**config.mk**
```make
export PLATFORM = sky130hd
export DESIGN_NAME = usart_rx_buffer
export DESIGN_NICKNAME = d
export VERILOG_FILES = /design/src/logic/rx_char_fifo.v /design/src/logic/usart_rx_buffer.v
export VERILOG_INCLUDE_DIRS = /design/src /design/src/logic
export SDC_FILE = /design/constraint.sdc
export NUM_CORES = 1
export LEC_CHECK = 0
export BUFFER_PORTS_ARGS = -buffer_cell sky130_fd_sc_hd__buf_2
export CAP_MARGIN = 15
export CORE_MARGIN = 3
export CORE_UTILIZATION = 52
export CTS_BUF_LIST = sky130_fd_sc_hd__clkbuf_4
export CTS_CLUSTER_SIZE = 16
export DETAILED_ROUTE_END_ITERATION = 7
export PLACE_DENSITY = 0.79
export SKIP_CTS_REPAIR_TIMING = 1
export SLEW_MARGIN = 0
export SYNTH_ARGS = -nofsm -noshare
export SYNTH_HDL_FRONTEND = slang
export SYNTH_HIERARCHICAL = 1
export SYNTH_SLANG_ARGS = --single-unit
```
**constraint.sdc**
```tcl
create_clock -name pclk -period 2.7 [get_ports pclk]
set_input_delay 0.675 -clock pclk [delete_from_list [all_inputs] [get_ports pclk]]
set_output_delay 0.675 -clock pclk [all_outputs]
set_load 0.02 [all_outputs]
```
**src/logic/usart_rx_consts.vh**
```
// constants for the serial receive buffer, status and interrupt block
// assumes an apb slave with 32-bit data; each register sits at four times its index
// ==========================================================
// Summary of operation
// - addressed-receive filter on: take address frames, drop data frames
// - master sync and spi modes drive serial clock, one period per bit
// - synchronised infrared event pulse can replace receive pin as decoder source
// - receive interrupt ORs enabled unread-data, start-detect and sync-error flags
// - tx-empty interrupt requests while enabled and transmit buffer empty
// - tx-done flag sets only when frame shifted out and buffer empty
// - events set flags; request is flag and enable, held until flag cleared
// - per-source interrupt enables live in the first control register
// - two-entry receive buffer; reading advances data and flags together
// - receive low byte at index 0 returns oldest data bits, resets zero
// - receive high byte: done, overflow, frame error, parity error, ninth bit
// - done flag high while unread data; disabling receiver flushes buffer
// - overflow when buffer full, shift char waiting, new start bit
// - overflow and frame error unused in master spi mode
// - frame error shows first stop bit of buffered character
// - only the first stop bit is checked for framing
// - frame type is first stop bit, or ninth bit for nine-bit frames
// - parity error set only when checking enabled, else reads zero
`ifndef USART_RX_CONSTS_VH
`define USART_RX_CONSTS_VH
// ==========================================================
// register indices
`define IDX_RX_DATA_LOW 4'h0
`define IDX_RX_DATA_HIGH 4'h1
`define IDX_TX_DATA_LOW 4'h2
`define IDX_TX_DATA_HIGH 4'h3
`define IDX_STATUS 4'h4
`define IDX_IRQ_CTRL 4'h5
`define IDX_ENABLE_CTRL 4'h6
`define IDX_FORMAT_CTRL 4'h7
`define IDX_BAUD_LOW 4'h8
`define IDX_BAUD_HIGH 4'h9
`define IDX_AUTOBAUD_CTRL 4'ha
`define IDX_DEBUG_CTRL 4'hb
`define IDX_EVENT_CTRL 4'hc
`define IDX_IR_TX_PULSE 4'hd
`define IDX_IR_RX_PULSE 4'he
// ==========================================================
// writable bit masks of control registers
`define MASK_AUTOBAUD 8'hc0
`define MASK_DEBUG 8'h01
`define MASK_EVENT 8'h01
`define MASK_IR_RX 8'h7f
// ==========================================================
// bit positions
`define HI_DONE 7
`define HI_OVF 6
`define HI_FRAMING_ERROR_FLAG 2
`define HI_PARITY_ERROR_FLAG 1
`define ST_TXDONE 6
`define ST_TXEMPTY 5
`define ST_RXSTART 4
`define ST_BADSYNC 3
`define CA_RXDONE_IE 7
`define CA_TXDONE_IE 6
`define CA_TXEMPTY_IE 5
`define CA_RXSTART_IE 4
`define CA_ABERR_IE 2
`define CB_RXEN 7
`define CB_TXEN 6
`define CB_SFDEN 4
`define CB_FILTER 0
`define CC_PARITY_ON 5
`define EV_IR_SEL 0
// ==========================================================
// field encodings and reset values
`define CMODE_SYNC 2'h1
`define CMODE_IR 2'h2
`define CMODE_SPI 2'h3
`define CHAR_SIZE_SELECT_9_LOW 3'h6
`define CHAR_SIZE_SELECT_9_HIGH 3'h7
`define RST_STATUS 8'h20
`define RST_REG 8'h00
// buffer entry: {ovf, framing_error_flag, parity_error_flag, data[8:0]}
`define ENTRY_W 12
`endif

```
**src/logic/rx_char_fifo.v**
```verilog
// two-entry receive character buffer with its per-entry flags
// assumes the caller never pushes when full unless it pops in the same cycle
`timescale 1ns/10ps
module rx_char_fifo #(
  parameter WIDTH = 12
) (
  input wire pclk,
  input wire presetn,
  input wire flush,
  input wire push,
  input wire [WIDTH-1:0] push_data,
  input wire pop,
  output wire [WIDTH-1:0] head,
  output wire empty,
  output wire full
);
  reg [WIDTH-1:0] mem [0:1];
  reg rd_q;
  reg wr_q;
  reg [1:0] cnt_q;
  wire do_pop;
  wire do_push;

  // ==========================================================
  // occupancy
  assign empty = (cnt_q == 2'h0);
  assign full = (cnt_q == 2'h2);
  assign do_pop = pop & ~empty;
  assign do_push = push & (~full | do_pop);
  assign head = empty ? {WIDTH{1'b0}} : mem[rd_q];

  // pointers and count; flush empties at once
  always @(posedge pclk or negedge presetn) begin
    if (!presetn) begin
      rd_q <= 1'b0;
      wr_q <= 1'b0;
      cnt_q <= 2'h0;
    end else if (flush) begin
      rd_q <= 1'b0;
      wr_q <= 1'b0;
      cnt_q <= 2'h0;
    end else begin
      if (do_pop)
        rd_q <= ~rd_q;
      if (do_push)
        wr_q <= ~wr_q;
      cnt_q <= cnt_q + {1'b0, do_push} - {1'b0, do_pop};
    end
  end

  // storage, data and flags kept together
  always @(posedge pclk) begin
    if (do_push && !flush)
      mem[wr_q] <= push_data;
  end
endmodule

```
**src/logic/usart_rx_buffer.v**
```verilog
// receive buffer, status flags, interrupt lines and event pins of the serial port
// assumes a receive shift engine and transmitter on pclk drive the strobes below
//
// Register access over APB was decided locally.
`timescale 1ns/10ps
`include "usart_rx_consts.vh"
module usart_rx_buffer (
  input wire pclk,
  input wire presetn,
  input wire psel,
  input wire penable,
  input wire pwrite,
  input wire [7:0] paddr,
  input wire [31:0] pwdata,
  output reg [31:0] prdata,
  output wire pready,
  output wire pslverr,
  input wire rx_start,
  input wire rx_char_valid,
  input wire [8:0] rx_char_data,
  input wire rx_stop1,
  input wire rx_parity_bad,
  input wire autobaud_error,
  input wire tx_load,
  input wire tx_shift_done,
  output reg [8:0] tx_data_out,
  output wire tx_data_pending,
  input wire rxd_pin,
  input wire infrared_event_input,
  output reg ir_decoder_in,
  output reg serial_clock_out,
  output wire receive_irq_vector,
  output wire tx_empty_irq_vector,
  output wire tx_done_irq_vector,
  output wire [7:0] format_ctrl,
  output wire [15:0] bit_rate_div
);
  // ==========================================================
  // declarations
  reg [7:0] irq_ctrl_q;
  reg [7:0] enable_ctrl_q;
  reg [7:0] format_ctrl_q;
  reg [15:0] baud_q;
  reg [7:0] autobaud_q;
  reg [7:0] debug_q;
  reg [7:0] event_q;
  reg [7:0] ir_tx_q;
  reg [7:0] ir_rx_q;
  reg tx_high_q;
  reg tx_done_q;
  reg tx_empty_q;
  reg rx_start_q;
  reg bad_sync_q;
  reg hold_q;
  reg [`ENTRY_W-1:0] hold_data_q;
  reg ovf_pend_q;
  reg [15:0] clk_cnt_q;
  reg rxd_s1_q;
  reg rxd_s2_q;
  reg ir_s1_q;
  reg ir_s2_q;
  reg ir_s3_q;
  wire access;
  wire [3:0] idx;
  wire addr_bad;
  wire wr_en;
  wire rd_en;
  wire [7:0] wbyte;
  wire rx_enabled;
  wire spi_mode;
  wire nine_bit;
  wire frame_type;
  wire accepted;
  wire [`ENTRY_W-1:0] new_entry;
  wire ovf_set;
  wire fifo_empty;
  wire fifo_full;
  wire [`ENTRY_W-1:0] head;
  wire pop;
  wire room;
  wire push;
  wire [`ENTRY_W-1:0] push_data;
  wire [7:0] rx_high;
  wire [7:0] status;
  wire clk_master;

  // ==========================================================
  // apb decode: zero wait states, error on unmapped address
  function addr_mapped;
    input [7:0] a;
    begin
      addr_mapped = (a[1:0] == 2'h0) && (a[7:6] == 2'h0) && (a[5:2] != 4'hf);
    end
  endfunction

  assign access = psel & penable;
  assign idx = paddr[5:2];
  assign addr_bad = ~addr_mapped(paddr);
  assign pready = 1'b1;
  assign pslverr = access & addr_bad;
  assign wr_en = access & pwrite & ~addr_bad;
  assign rd_en = access & ~pwrite & ~addr_bad;
  assign wbyte = pwdata[7:0];
  assign format_ctrl = format_ctrl_q;
  assign bit_rate_div = baud_q;

  // ==========================================================
  // mode decode
  assign rx_enabled = enable_ctrl_q[`CB_RXEN];
  assign spi_mode = (format_ctrl_q[7:6] == `CMODE_SPI);
  assign nine_bit = (format_ctrl_q[2:0] == `CHAR_SIZE_SELECT_9_LOW) || (format_ctrl_q[2:0] == `CHAR_SIZE_SELECT_9_HIGH);
  assign clk_master = enable_ctrl_q[`CB_TXEN] &&
    ((format_ctrl_q[7:6] == `CMODE_SYNC) || (format_ctrl_q[7:6] == `CMODE_SPI));

  // ==========================================================
  // character intake
  // frame type from ninth bit or first stop bit
  assign frame_type = nine_bit ? rx_char_data[8] : rx_stop1;
  // filter drops data frames while active
  assign accepted = rx_char_valid & rx_enabled &
    ~(enable_ctrl_q[`CB_FILTER] & ~frame_type);
  // entry flags; only the first stop bit counts
  assign new_entry = {1'b0,
    ~rx_stop1 & ~spi_mode,
    rx_parity_bad & format_ctrl_q[`CC_PARITY_ON],
    rx_char_data};
  // overflow: both entries full, shift char waiting, new start
  assign ovf_set = rx_start & fifo_full & hold_q & ~spi_mode;

  // read of the low byte advances, or high byte in nine-bit low-first size
  assign pop = rd_en && ((format_ctrl_q[2:0] == `CHAR_SIZE_SELECT_9_LOW) ?
    (idx == `IDX_RX_DATA_HIGH) : (idx == `IDX_RX_DATA_LOW));
  assign room = ~fifo_full | (pop & ~fifo_empty);
  // held character goes first, keeping order
  assign push = rx_enabled & room & (hold_q | accepted);
  assign push_data = hold_q ? {ovf_pend_q | ovf_set, hold_data_q[`ENTRY_W-2:0]} : new_entry;

  rx_char_fifo #(
    .WIDTH(`ENTRY_W)
  ) u_fifo (
    .pclk(pclk),
    .presetn(presetn),
    .flush(~rx_enabled),
    .push(push),
    .push_data(push_data),
    .pop(pop),
    .head(head),
    .empty(fifo_empty),
    .full(fifo_full)
  );

  // shift-register stage that waits while the buffer is full
  always @(posedge pclk or negedge presetn) begin
    if (!presetn) begin
      hold_q <= 1'b0;
      hold_data_q <= {`ENTRY_W{1'b0}};
      ovf_pend_q <= 1'b0;
    end else if (!rx_enabled) begin
      hold_q <= 1'b0;
      ovf_pend_q <= 1'b0;
    end else begin
      if (hold_q && room) begin
        hold_q <= accepted;
        ovf_pend_q <= 1'b0;
        if (accepted)
          hold_data_q <= new_entry;
      end else if (accepted && !room) begin
        hold_q <= 1'b1;
        hold_data_q <= new_entry;
      end
      if (ovf_set && !(hold_q && room))
        ovf_pend_q <= 1'b1;
    end
  end

  // ==========================================================
  // control registers
  always @(posedge pclk or negedge presetn) begin
    if (!presetn) begin
      irq_ctrl_q <= `RST_REG;
      enable_ctrl_q <= `RST_REG;
      format_ctrl_q <= `RST_REG;
      baud_q <= 16'h0000;
      autobaud_q <= `RST_REG;
      debug_q <= `RST_REG;
      event_q <= `RST_REG;
      ir_tx_q <= `RST_REG;
      ir_rx_q <= `RST_REG;
    end else if (wr_en) begin
      case (idx)
        `IDX_IRQ_CTRL: irq_ctrl_q <= wbyte;
        `IDX_ENABLE_CTRL: enable_ctrl_q <= wbyte;
        `IDX_FORMAT_CTRL: format_ctrl_q <= wbyte;
        `IDX_BAUD_LOW: baud_q[7:0] <= wbyte;
        `IDX_BAUD_HIGH: baud_q[15:8] <= wbyte;
        `IDX_AUTOBAUD_CTRL: autobaud_q <= wbyte & `MASK_AUTOBAUD;
        `IDX_DEBUG_CTRL: debug_q <= wbyte & `MASK_DEBUG;
        `IDX_EVENT_CTRL: event_q <= wbyte & `MASK_EVENT;
        `IDX_IR_TX_PULSE: ir_tx_q <= wbyte;
        `IDX_IR_RX_PULSE: ir_rx_q <= wbyte & `MASK_IR_RX;
        default: ;
      endcase
    end
  end

  // ==========================================================
  // transmit buffer and its flags
  assign tx_data_pending = ~tx_empty_q;

  always @(posedge pclk or negedge presetn) begin
    if (!presetn) begin
      tx_data_out <= 9'h000;
      tx_high_q <= 1'b0;
      tx_empty_q <= 1'b1;
    end else begin
      if (wr_en && idx == `IDX_TX_DATA_HIGH)
        tx_high_q <= wbyte[0];
      // low byte write only taken while buffer empty
      if (wr_en && idx == `IDX_TX_DATA_LOW && tx_empty_q) begin
        tx_data_out <= {tx_high_q, wbyte};
        tx_empty_q <= 1'b0;
      end else if (wr_en && idx == `IDX_TX_DATA_HIGH && !tx_empty_q &&
                   format_ctrl_q[2:0] == `CHAR_SIZE_SELECT_9_LOW) begin
        tx_data_out[8] <= wbyte[0];
      end
      if (tx_load)
        tx_empty_q <= 1'b1;
    end
  end

  // ==========================================================
  // sticky status flags; a set in the clearing cycle wins
  always @(posedge pclk or negedge presetn) begin
    if (!presetn) begin
      tx_done_q <= 1'b0;
      rx_start_q <= 1'b0;
      bad_sync_q <= 1'b0;
    end else begin
      if (tx_shift_done && tx_empty_q && !tx_load)
        tx_done_q <= 1'b1;
      else if (wr_en && idx == `IDX_STATUS && wbyte[`ST_TXDONE])
        tx_done_q <= 1'b0;
      if (rx_start && enable_ctrl_q[`CB_SFDEN] && !spi_mode)
        rx_start_q <= 1'b1;
      else if (wr_en && idx == `IDX_STATUS && wbyte[`ST_RXSTART])
        rx_start_q <= 1'b0;
      if (autobaud_error)
        bad_sync_q <= 1'b1;
      else if (wr_en && idx == `IDX_STATUS && wbyte[`ST_BADSYNC])
        bad_sync_q <= 1'b0;
    end
  end

  // ==========================================================
  // interrupt requests: flag and enable, held until flag clears
  assign receive_irq_vector = (~fifo_empty & irq_ctrl_q[`CA_RXDONE_IE]) |
    (rx_start_q & irq_ctrl_q[`CA_RXSTART_IE]) |
    (bad_sync_q & irq_ctrl_q[`CA_ABERR_IE]);
  assign tx_empty_irq_vector = tx_empty_q & irq_ctrl_q[`CA_TXEMPTY_IE];
  assign tx_done_irq_vector = tx_done_q & irq_ctrl_q[`CA_TXDONE_IE];

  // ==========================================================
  // read data
  // high byte: done, overflow, frame error, parity error, ninth bit
  assign rx_high = {~fifo_empty, head[11], 3'h0, head[10], head[9], head[8]};
  assign status = {~fifo_empty, tx_done_q, tx_empty_q, rx_start_q, bad_sync_q, 3'h0};

  always @* begin
    prdata = 32'h00000000;
    if (rd_en) begin
      case (idx)
        `IDX_RX_DATA_LOW: prdata[7:0] = head[7:0];
        `IDX_RX_DATA_HIGH: prdata[7:0] = rx_high;
        `IDX_TX_DATA_LOW: prdata[7:0] = tx_data_out[7:0];
        `IDX_STATUS: prdata[7:0] = status;
        `IDX_IRQ_CTRL: prdata[7:0] = irq_ctrl_q;
        `IDX_ENABLE_CTRL: prdata[7:0] = enable_ctrl_q;
        `IDX_FORMAT_CTRL: prdata[7:0] = format_ctrl_q;
        `IDX_BAUD_LOW: prdata[7:0] = baud_q[7:0];
        `IDX_BAUD_HIGH: prdata[7:0] = baud_q[15:8];
        `IDX_AUTOBAUD_CTRL: prdata[7:0] = autobaud_q;
        `IDX_DEBUG_CTRL: prdata[7:0] = debug_q;
        `IDX_EVENT_CTRL: prdata[7:0] = event_q;
        `IDX_IR_TX_PULSE: prdata[7:0] = ir_tx_q;
        `IDX_IR_RX_PULSE: prdata[7:0] = ir_rx_q;
        default: prdata = 32'h00000000;
      endcase
    end
  end

  // ==========================================================
  // serial clock generator; toggles every baud_q+1 cycles in master modes
  always @(posedge pclk or negedge presetn) begin
    if (!presetn) begin
      clk_cnt_q <= 16'h0000;
      serial_clock_out <= 1'b0;
    end else if (!clk_master) begin
      clk_cnt_q <= 16'h0000;
      serial_clock_out <= 1'b0;
    end else if (clk_cnt_q >= baud_q) begin
      clk_cnt_q <= 16'h0000;
      serial_clock_out <= ~serial_clock_out;
    end else begin
      clk_cnt_q <= clk_cnt_q + 16'h0001;
    end
  end

  // ==========================================================
  // pin synchronisers and infrared decoder source select
  always @(posedge pclk or negedge presetn) begin
    if (!presetn) begin
      rxd_s1_q <= 1'b1;
      rxd_s2_q <= 1'b1;
      ir_s1_q <= 1'b0;
      ir_s2_q <= 1'b0;
      ir_s3_q <= 1'b0;
      ir_decoder_in <= 1'b0;
    end else begin
      rxd_s1_q <= rxd_pin;
      rxd_s2_q <= rxd_s1_q;
      ir_s1_q <= infrared_event_input;
      ir_s2_q <= ir_s1_q;
      ir_s3_q <= ir_s2_q;
      // event pulse replaces the inverted pin level when selected
      if (event_q[`EV_IR_SEL])
        ir_decoder_in <= ir_s2_q & ~ir_s3_q;
      else
        ir_decoder_in <= ~rxd_s2_q;
    end
  end
endmodule

```
# After elaboration in Yosys (flattened, before gate mapping)
# Memory sizes are Yosys's and may differ from the RTL's.
# Index checks and enable logic that the tools add are counted.
dict set report word_totals {
  ramBits 24
  mem_count 1
  reg_bits 113
}
# name depth word_bits read_ports rd_ports_with_merged_regs write_ports line_no
set memory_table {}
lappend memory_table {u_fifo.mem 2 12 1 0 1 rx_char_fifo.v:17} ;# reg [WIDTH-1:0] mem [0:1];
dict set report classes {
  order_cmp 1
  mux 37
  n_bitwise 43
  addsub 3
  n_reduce_logical 49
  eq_ne 26
}
# cell count
set ops {}
lappend ops {{8-bit case mux with 14 select lines} 1}
lappend ops {{11-bit two-way mux} 3}
lappend ops {{16-bit two-way mux} 2}
lappend ops {{4-bit equality test, second input constant} 7}
lappend ops {{1-bit two-way mux} 27}
lappend ops {{1-bit bitwise AND} 24}
lappend ops {{12-bit two-way mux} 2}
lappend ops {{1-bit logical AND} 21}
lappend ops {{2-bit AND reduction} 10}
lappend ops {{16-bit by 1-bit adder with 16-bit output, second input constant} 1}
lappend ops {{4-bit by 3-bit equality test with 1-bit output, second input constant} 4}
lappend ops {{16-bit >= comparator} 1}
lappend ops {{1-bit NOT} 14}
lappend ops {{2-bit nonzero test} 6}
lappend ops {{4-bit by 2-bit equality test with 1-bit output, second input constant} 2}
lappend ops {{8-bit two-way mux} 1}
lappend ops {{3-bit equality test, second input constant} 2}
lappend ops {{2-bit logical NOT} 3}
lappend ops {{2-bit by 1-bit inequality test with 1-bit output, second input constant} 3}
lappend ops {{3-bit by 1-bit inequality test with 1-bit output, second input constant} 2}
lappend ops {{1-bit logical NOT} 5}
lappend ops {{1-bit bitwise OR} 5}
lappend ops {{2-bit equality test, second input constant} 2}
lappend ops {{4-bit by 1-bit equality test with 1-bit output, second input constant} 1}
lappend ops {{9 further kinds} 10}

# Depth between registers and ports, before layout
dict set report depth {
  depth_word 13
  depth_mapped 11
  ltp_nobuf 10
}

# Modules after synthesis
# The synthesis kept the hierarchy.
# module cells_each area_each_um2 instances
set modules_own_cells {}
lappend modules_own_cells {usart_rx_buffer 568 6040.8 1}
lappend modules_own_cells {rx_char_fifo 78 1164.9 1}

# Worst setup path before layout
# No wires, ideal clock.
dict set report synth_path {
  path_type {input port to flip-flop}
  from {input port paddr[4]}
  to {memory u_fifo.mem[1][0], enable pin}
  path_stages 8
  required_ns 2.301
  setup_time_ns 0.399
  n_path_buf 1
  path_slack_ns -0.434
  arrival_time_ns 2.735
  path_cell_list {buf_2 > or2_2 > nor2_2 > nand4_1 > nand2_1 > o21a_1 > o21ai_2 > nor3b_1}
}
dict set report synth_via {
  elab_chain_cells 12
  word_cells_on_any_way 15
  cone_classes {2 x eq/ne; 3 x mux; 6 x bitwise; 4 x reduce/logical}
}
# element line_no
set synth_lines {}
lappend synth_lines {{from (decl)} usart_rx_buffer.v:13} ;# input wire [7:0] paddr,
lappend synth_lines {{4-bit inequality test} usart_rx_buffer.v:92} ;# addr_mapped = (a[1:0] == 2'h0) && (a[7:6] == 2'h0) && (a[5:2] != 4'hf);
lappend synth_lines {{1-bit logical AND} usart_rx_buffer.v:92}
lappend synth_lines {{1-bit bitwise AND} usart_rx_buffer.v:102} ;# assign rd_en = access & ~pwrite & ~addr_bad;
lappend synth_lines {{1-bit logical AND (*)} usart_rx_buffer.v:131} ;# assign pop = rd_en && ((format_ctrl_q[2:0] == `CHAR_SIZE_SELECT_9_LOW) ?
lappend synth_lines {{1-bit bitwise AND (*)} usart_rx_buffer.v:133} ;# assign room = ~fifo_full | (pop & ~fifo_empty);
lappend synth_lines {{1-bit bitwise OR (*)} usart_rx_buffer.v:133}
lappend synth_lines {{1-bit bitwise AND (*) (2 in a row)} usart_rx_buffer.v:135} ;# assign push = rx_enabled & room & (hold_q | accepted);
lappend synth_lines {{net push} usart_rx_buffer.v:81} ;# wire push;
lappend synth_lines {{1-bit bitwise AND (*)} rx_char_fifo.v:29} ;# assign do_push = push & (~full | do_pop);
lappend synth_lines {{1-bit logical AND (*)} rx_char_fifo.v:53} ;# if (do_push && !flush)
lappend synth_lines {{1-bit two-way mux (*)} rx_char_fifo.v:53}
lappend synth_lines {{1-bit two-way mux (implied by the code) (*)} rx_char_fifo.v:54} ;# mem[wr_q] <= push_data;
lappend synth_lines {{to (decl)} rx_char_fifo.v:17}
# The timed path passes the listed nets; every way through them passes the cells marked *.

# Final worst setup path
dict set report layout_path {
  from {register u_fifo.rd_q}
  to {output port prdata[0]}
}
dict set report layout_via {
  elab_chain_cells 4
}
# element line_no
set layout_lines {}
lappend layout_lines {{from (decl)} rx_char_fifo.v:18} ;# reg rd_q;
lappend layout_lines {{from (signal assigned)} rx_char_fifo.v:44} ;# rd_q <= ~rd_q;
lappend layout_lines {{memory read 2 x 12 bit} -}
lappend layout_lines {{12-bit two-way mux} rx_char_fifo.v:30} ;# assign head = empty ? {WIDTH{1'b0}} : mem[rd_q];
lappend layout_lines {{net head[0]} usart_rx_buffer.v:78} ;# wire [`ENTRY_W-1:0] head;
lappend layout_lines {{8-bit case mux with 14 select lines} usart_rx_buffer.v:271} ;# case (idx)
lappend layout_lines {{8-bit two-way mux} usart_rx_buffer.v:270} ;# if (rd_en) begin
lappend layout_lines {{to (decl)} usart_rx_buffer.v:15} ;# output reg [31:0] prdata,
# The timed path passes the listed nets, and every way through them passes these cells.

==> flow_summary.ini <==
[run_status]
status = finished with violations
violations = negative setup slack

[logic_synthesis]
yosys.cell_types.count = 68
synth_seq_cells = 137
synth_cells = 646
syn_avg_cell_area_um2 = 11.2
synth-seq-area-share = 0.493
ys_async_sr_fraction = 0.825
ys_warn_count = 6
synth_top_area_frac = 0.382
synth_area_leaders = dfrtp_1 (38%), mux2_2 (11%), edfxtp_1 (10%)
yosysMostFrequentCell = dfrtp_1
syn_area_um2 = 7210
synth_common_cells = dfrtp_1 (110), mux2_2 (68), nor2_1 (56)
synth_edf_count = 24
ys.flop_type = dfrtp_1
synth_largest_area_cell = dfrtp_1

[place]
hpwl_um = 14600
io_buffer_count = 86
placedCellCount = 953
place_congestion = 0.922

[final_layout]
n_fill_cell = 1054
area_growth_pct = 20.9
nets = 878
layout-drive-gt1-share = 0.382
antennaDiodeCount = 0
fin_cells = 985

[grt]
antenna_found_initial = 0
grt_use_met3 = 0.0436
grt_max_degree = 114
gr-total-overflow = 0
grt_pass1_wl_um = 29800
grt_pass1_vias = 5466
grt_util_met2 = 0.428
grtUsageTotal = 0.264
gr-usage-met1 = 0.358
grt.busiest_layer = met2

[sta]
post-route-period-util = 1.12
relSlewSlack = 0.541
whs_ns = 0.154
worst_slack_ns = -0.330
fmax_mhz = 330
min_period_ns = 3.03
setup_viol_count_final = 8
grt_setup_unrepaired = true
slew_viol_final = 0
worst_pin_slew_ns = 0.683
finalClockSkew_ns = 0.0149
finalHoldViolCount = 0

[worst_setup_path]
worstPathRequired_ns = 2.03
critPathMaxFanout = 4
path_class = register to output pin
end_kind = output pin
cp-start-kind = register
crit_arrival_ns = 2.35

[route]
vias = 5589
drt_wl_total_um = 19800
route.detailed.drc = 0
drt_iter0_drc = 565
viasPerCell = 5.67
dr.pass1.iters = 5
detail-route-antenna-nets = 0
post_drt_wl_per_cell_um = 20.1

[clock_tree]
h-tree-depth = 4
cts_root_buf = clkbuf_4
clockBufferDepth = 2
cts_buffers = 17
cts_tree = built
clock_sinks = 137
path_clk_slew_ns = 0.12
clock_latency_ns = 0.54

[power_and_ir_drop]
powerDensity_nw_per_um2 = 469
power_leakage_nw = 4.11
peakVddDrop_v = 0.000375

[run]
drv_cap = 0

[floorplanning]
die_x_um = 124
rows = 42
coreArea_um2 = 13400
fp.dieArea_um2 = 15300
pin_count = 136
chipHeight_um = 124
initial_core_util = 0.538

[min_path]
hp-class = primary input to asynchronous set/reset pin
## area by class of cell
cell class / instances / area (um2) / share of cell area
clock buffers: 17 / 128 / 0.0146
clock inverters: 14 / 204 / 0.0234
inverters: 25 / 93.8 / 0.0108
multi-input cells: 457 / 3450 / 0.396
flip-flops and latches: 137 / 3550 / 0.408
well taps: 176 / 220 / 0.0253
repair buffers: 159 / 1060 / 0.122
## report_power, final
| group | internal [mW] | total (mW) | switching, mW |
|---|---|---|---|
| clock network | 0.814 | 1.57 | 0.756 |
| registers | 2.13 | 2.15 | 0.0216 |
| logic | 0.134 | 0.370 | 0.236 |
| total | 3.07 | 4.09 | 1.01 |
## cells in the final DEF (no fill, tap or decap), types with 4 or more instances in the layout
cell type / count
xnor2_1: 6
buf_12: 4
clkbuf_4: 17
inv_1: 25
edfxtp_1: 24
and3_1: 7
nand3_1: 14
a22o_1: 10
nor2_1: 55
nor3_1: 4
buf_4: 71
o21ai_0: 24
clkinv_2: 4
mux2i_1: 21
a21o_1: 5
a221oi_1: 4
mux2_2: 68
a21oi_2: 8
a22oi_1: 9
nand2b_1: 7
nand2_1: 50
mux2_4: 10
xor2_1: 10
dfrtp_1: 109
o21ai_1: 4
a21oi_1: 12
nor2b_1: 11
buf_6: 5
buf_2: 79
ha_1: 18
bufinv_16: 5
and2_1: 7
nand4_1: 6
conb_1: 25
## sequential cells by signal, summed over array words and instances (netlist names), 2 cells and up
| signal | flops |
|---|---|
| autobaud_q | 2 |
| irq_ctrl_q | 8 |
| u_fifo/cnt_q | 2 |
| ir_tx_q | 8 |
| u_fifo/mem | 24 |
| hold_data_q | 11 |
| clk_cnt_q | 16 |
| ir_rx_q | 7 |
| tx_data_out | 9 |
| bit_rate_div | 16 |
| format_ctrl | 8 |
| enable_ctrl_q | 8 |
## critical path: stages, from the launching register on
cell and delay [ns]:
dfrtp_2 0.44, mux2i_1 0.22, nor2_1 0.09, mux4_2 0.49
a221oi_4 0.30, a21oi_2 0.10, buf_4 0.17
## logic make-up after synthesis
kind of cell               after synthesis  share of synthesized area
and+or+nand+nor                        188                      0.132
DFF                                    137                      0.493
AOI/OAI and AO/OA                      109                      0.104
muxes                                  101                      0.163
buffers and inverters                   75                     0.0566
adders and majority gates               18                     0.0313
xor gates and xnor gates                16                     0.0194
other                                    2                    0.00104
## routing by layer
metal,vias up,share of wire
met1,2766,0.43
li1,2558,-
met2,224,0.48
met5,-,0
met4,0,0.028
met3,41,0.062
## through the flow
stage | setup WS [ns] | utilization | setup TNS [ns] | cell area, um2 | power [mW]
detailed placement | -0.172 | 0.615 | -2.73 | 8240 | 2.54
floorplan | 0.00195 | - | 0 | 7310 | 2.38
global route | -0.473 | 0.650 | -2.71 | 8710 | 4.24
global placement | -0.162 | 0.615 | -1.45 | 8240 | 2.54
finish | -0.330 | 0.650 | -1.70 | 8710 | 4.09
CTS | -0.483 | 0.640 | -2.65 | 8570 | 4.10
## final timing paths
check | from | cells after the start | end | slack (ns)
worst max-delay path | u_fifo/rd_q | 6 | prdata[0] | -0.33
worst min-delay path | presetn | 2 | u_fifo/cnt_q[0] | 0.15
worst max register to register | format_ctrl[0] | 9 | u_fifo/cnt_q[1] | 0.36
worst min register to register | ir_s1_q | 0 | ir_s2_q | 0.36
max in group asynchronous | presetn | 2 | irq_ctrl_q[6] | 2.00
min in group pclk | rxd_pin | 1 | rxd_s1_q | 0.24
(Power assumes the default switching activity.)
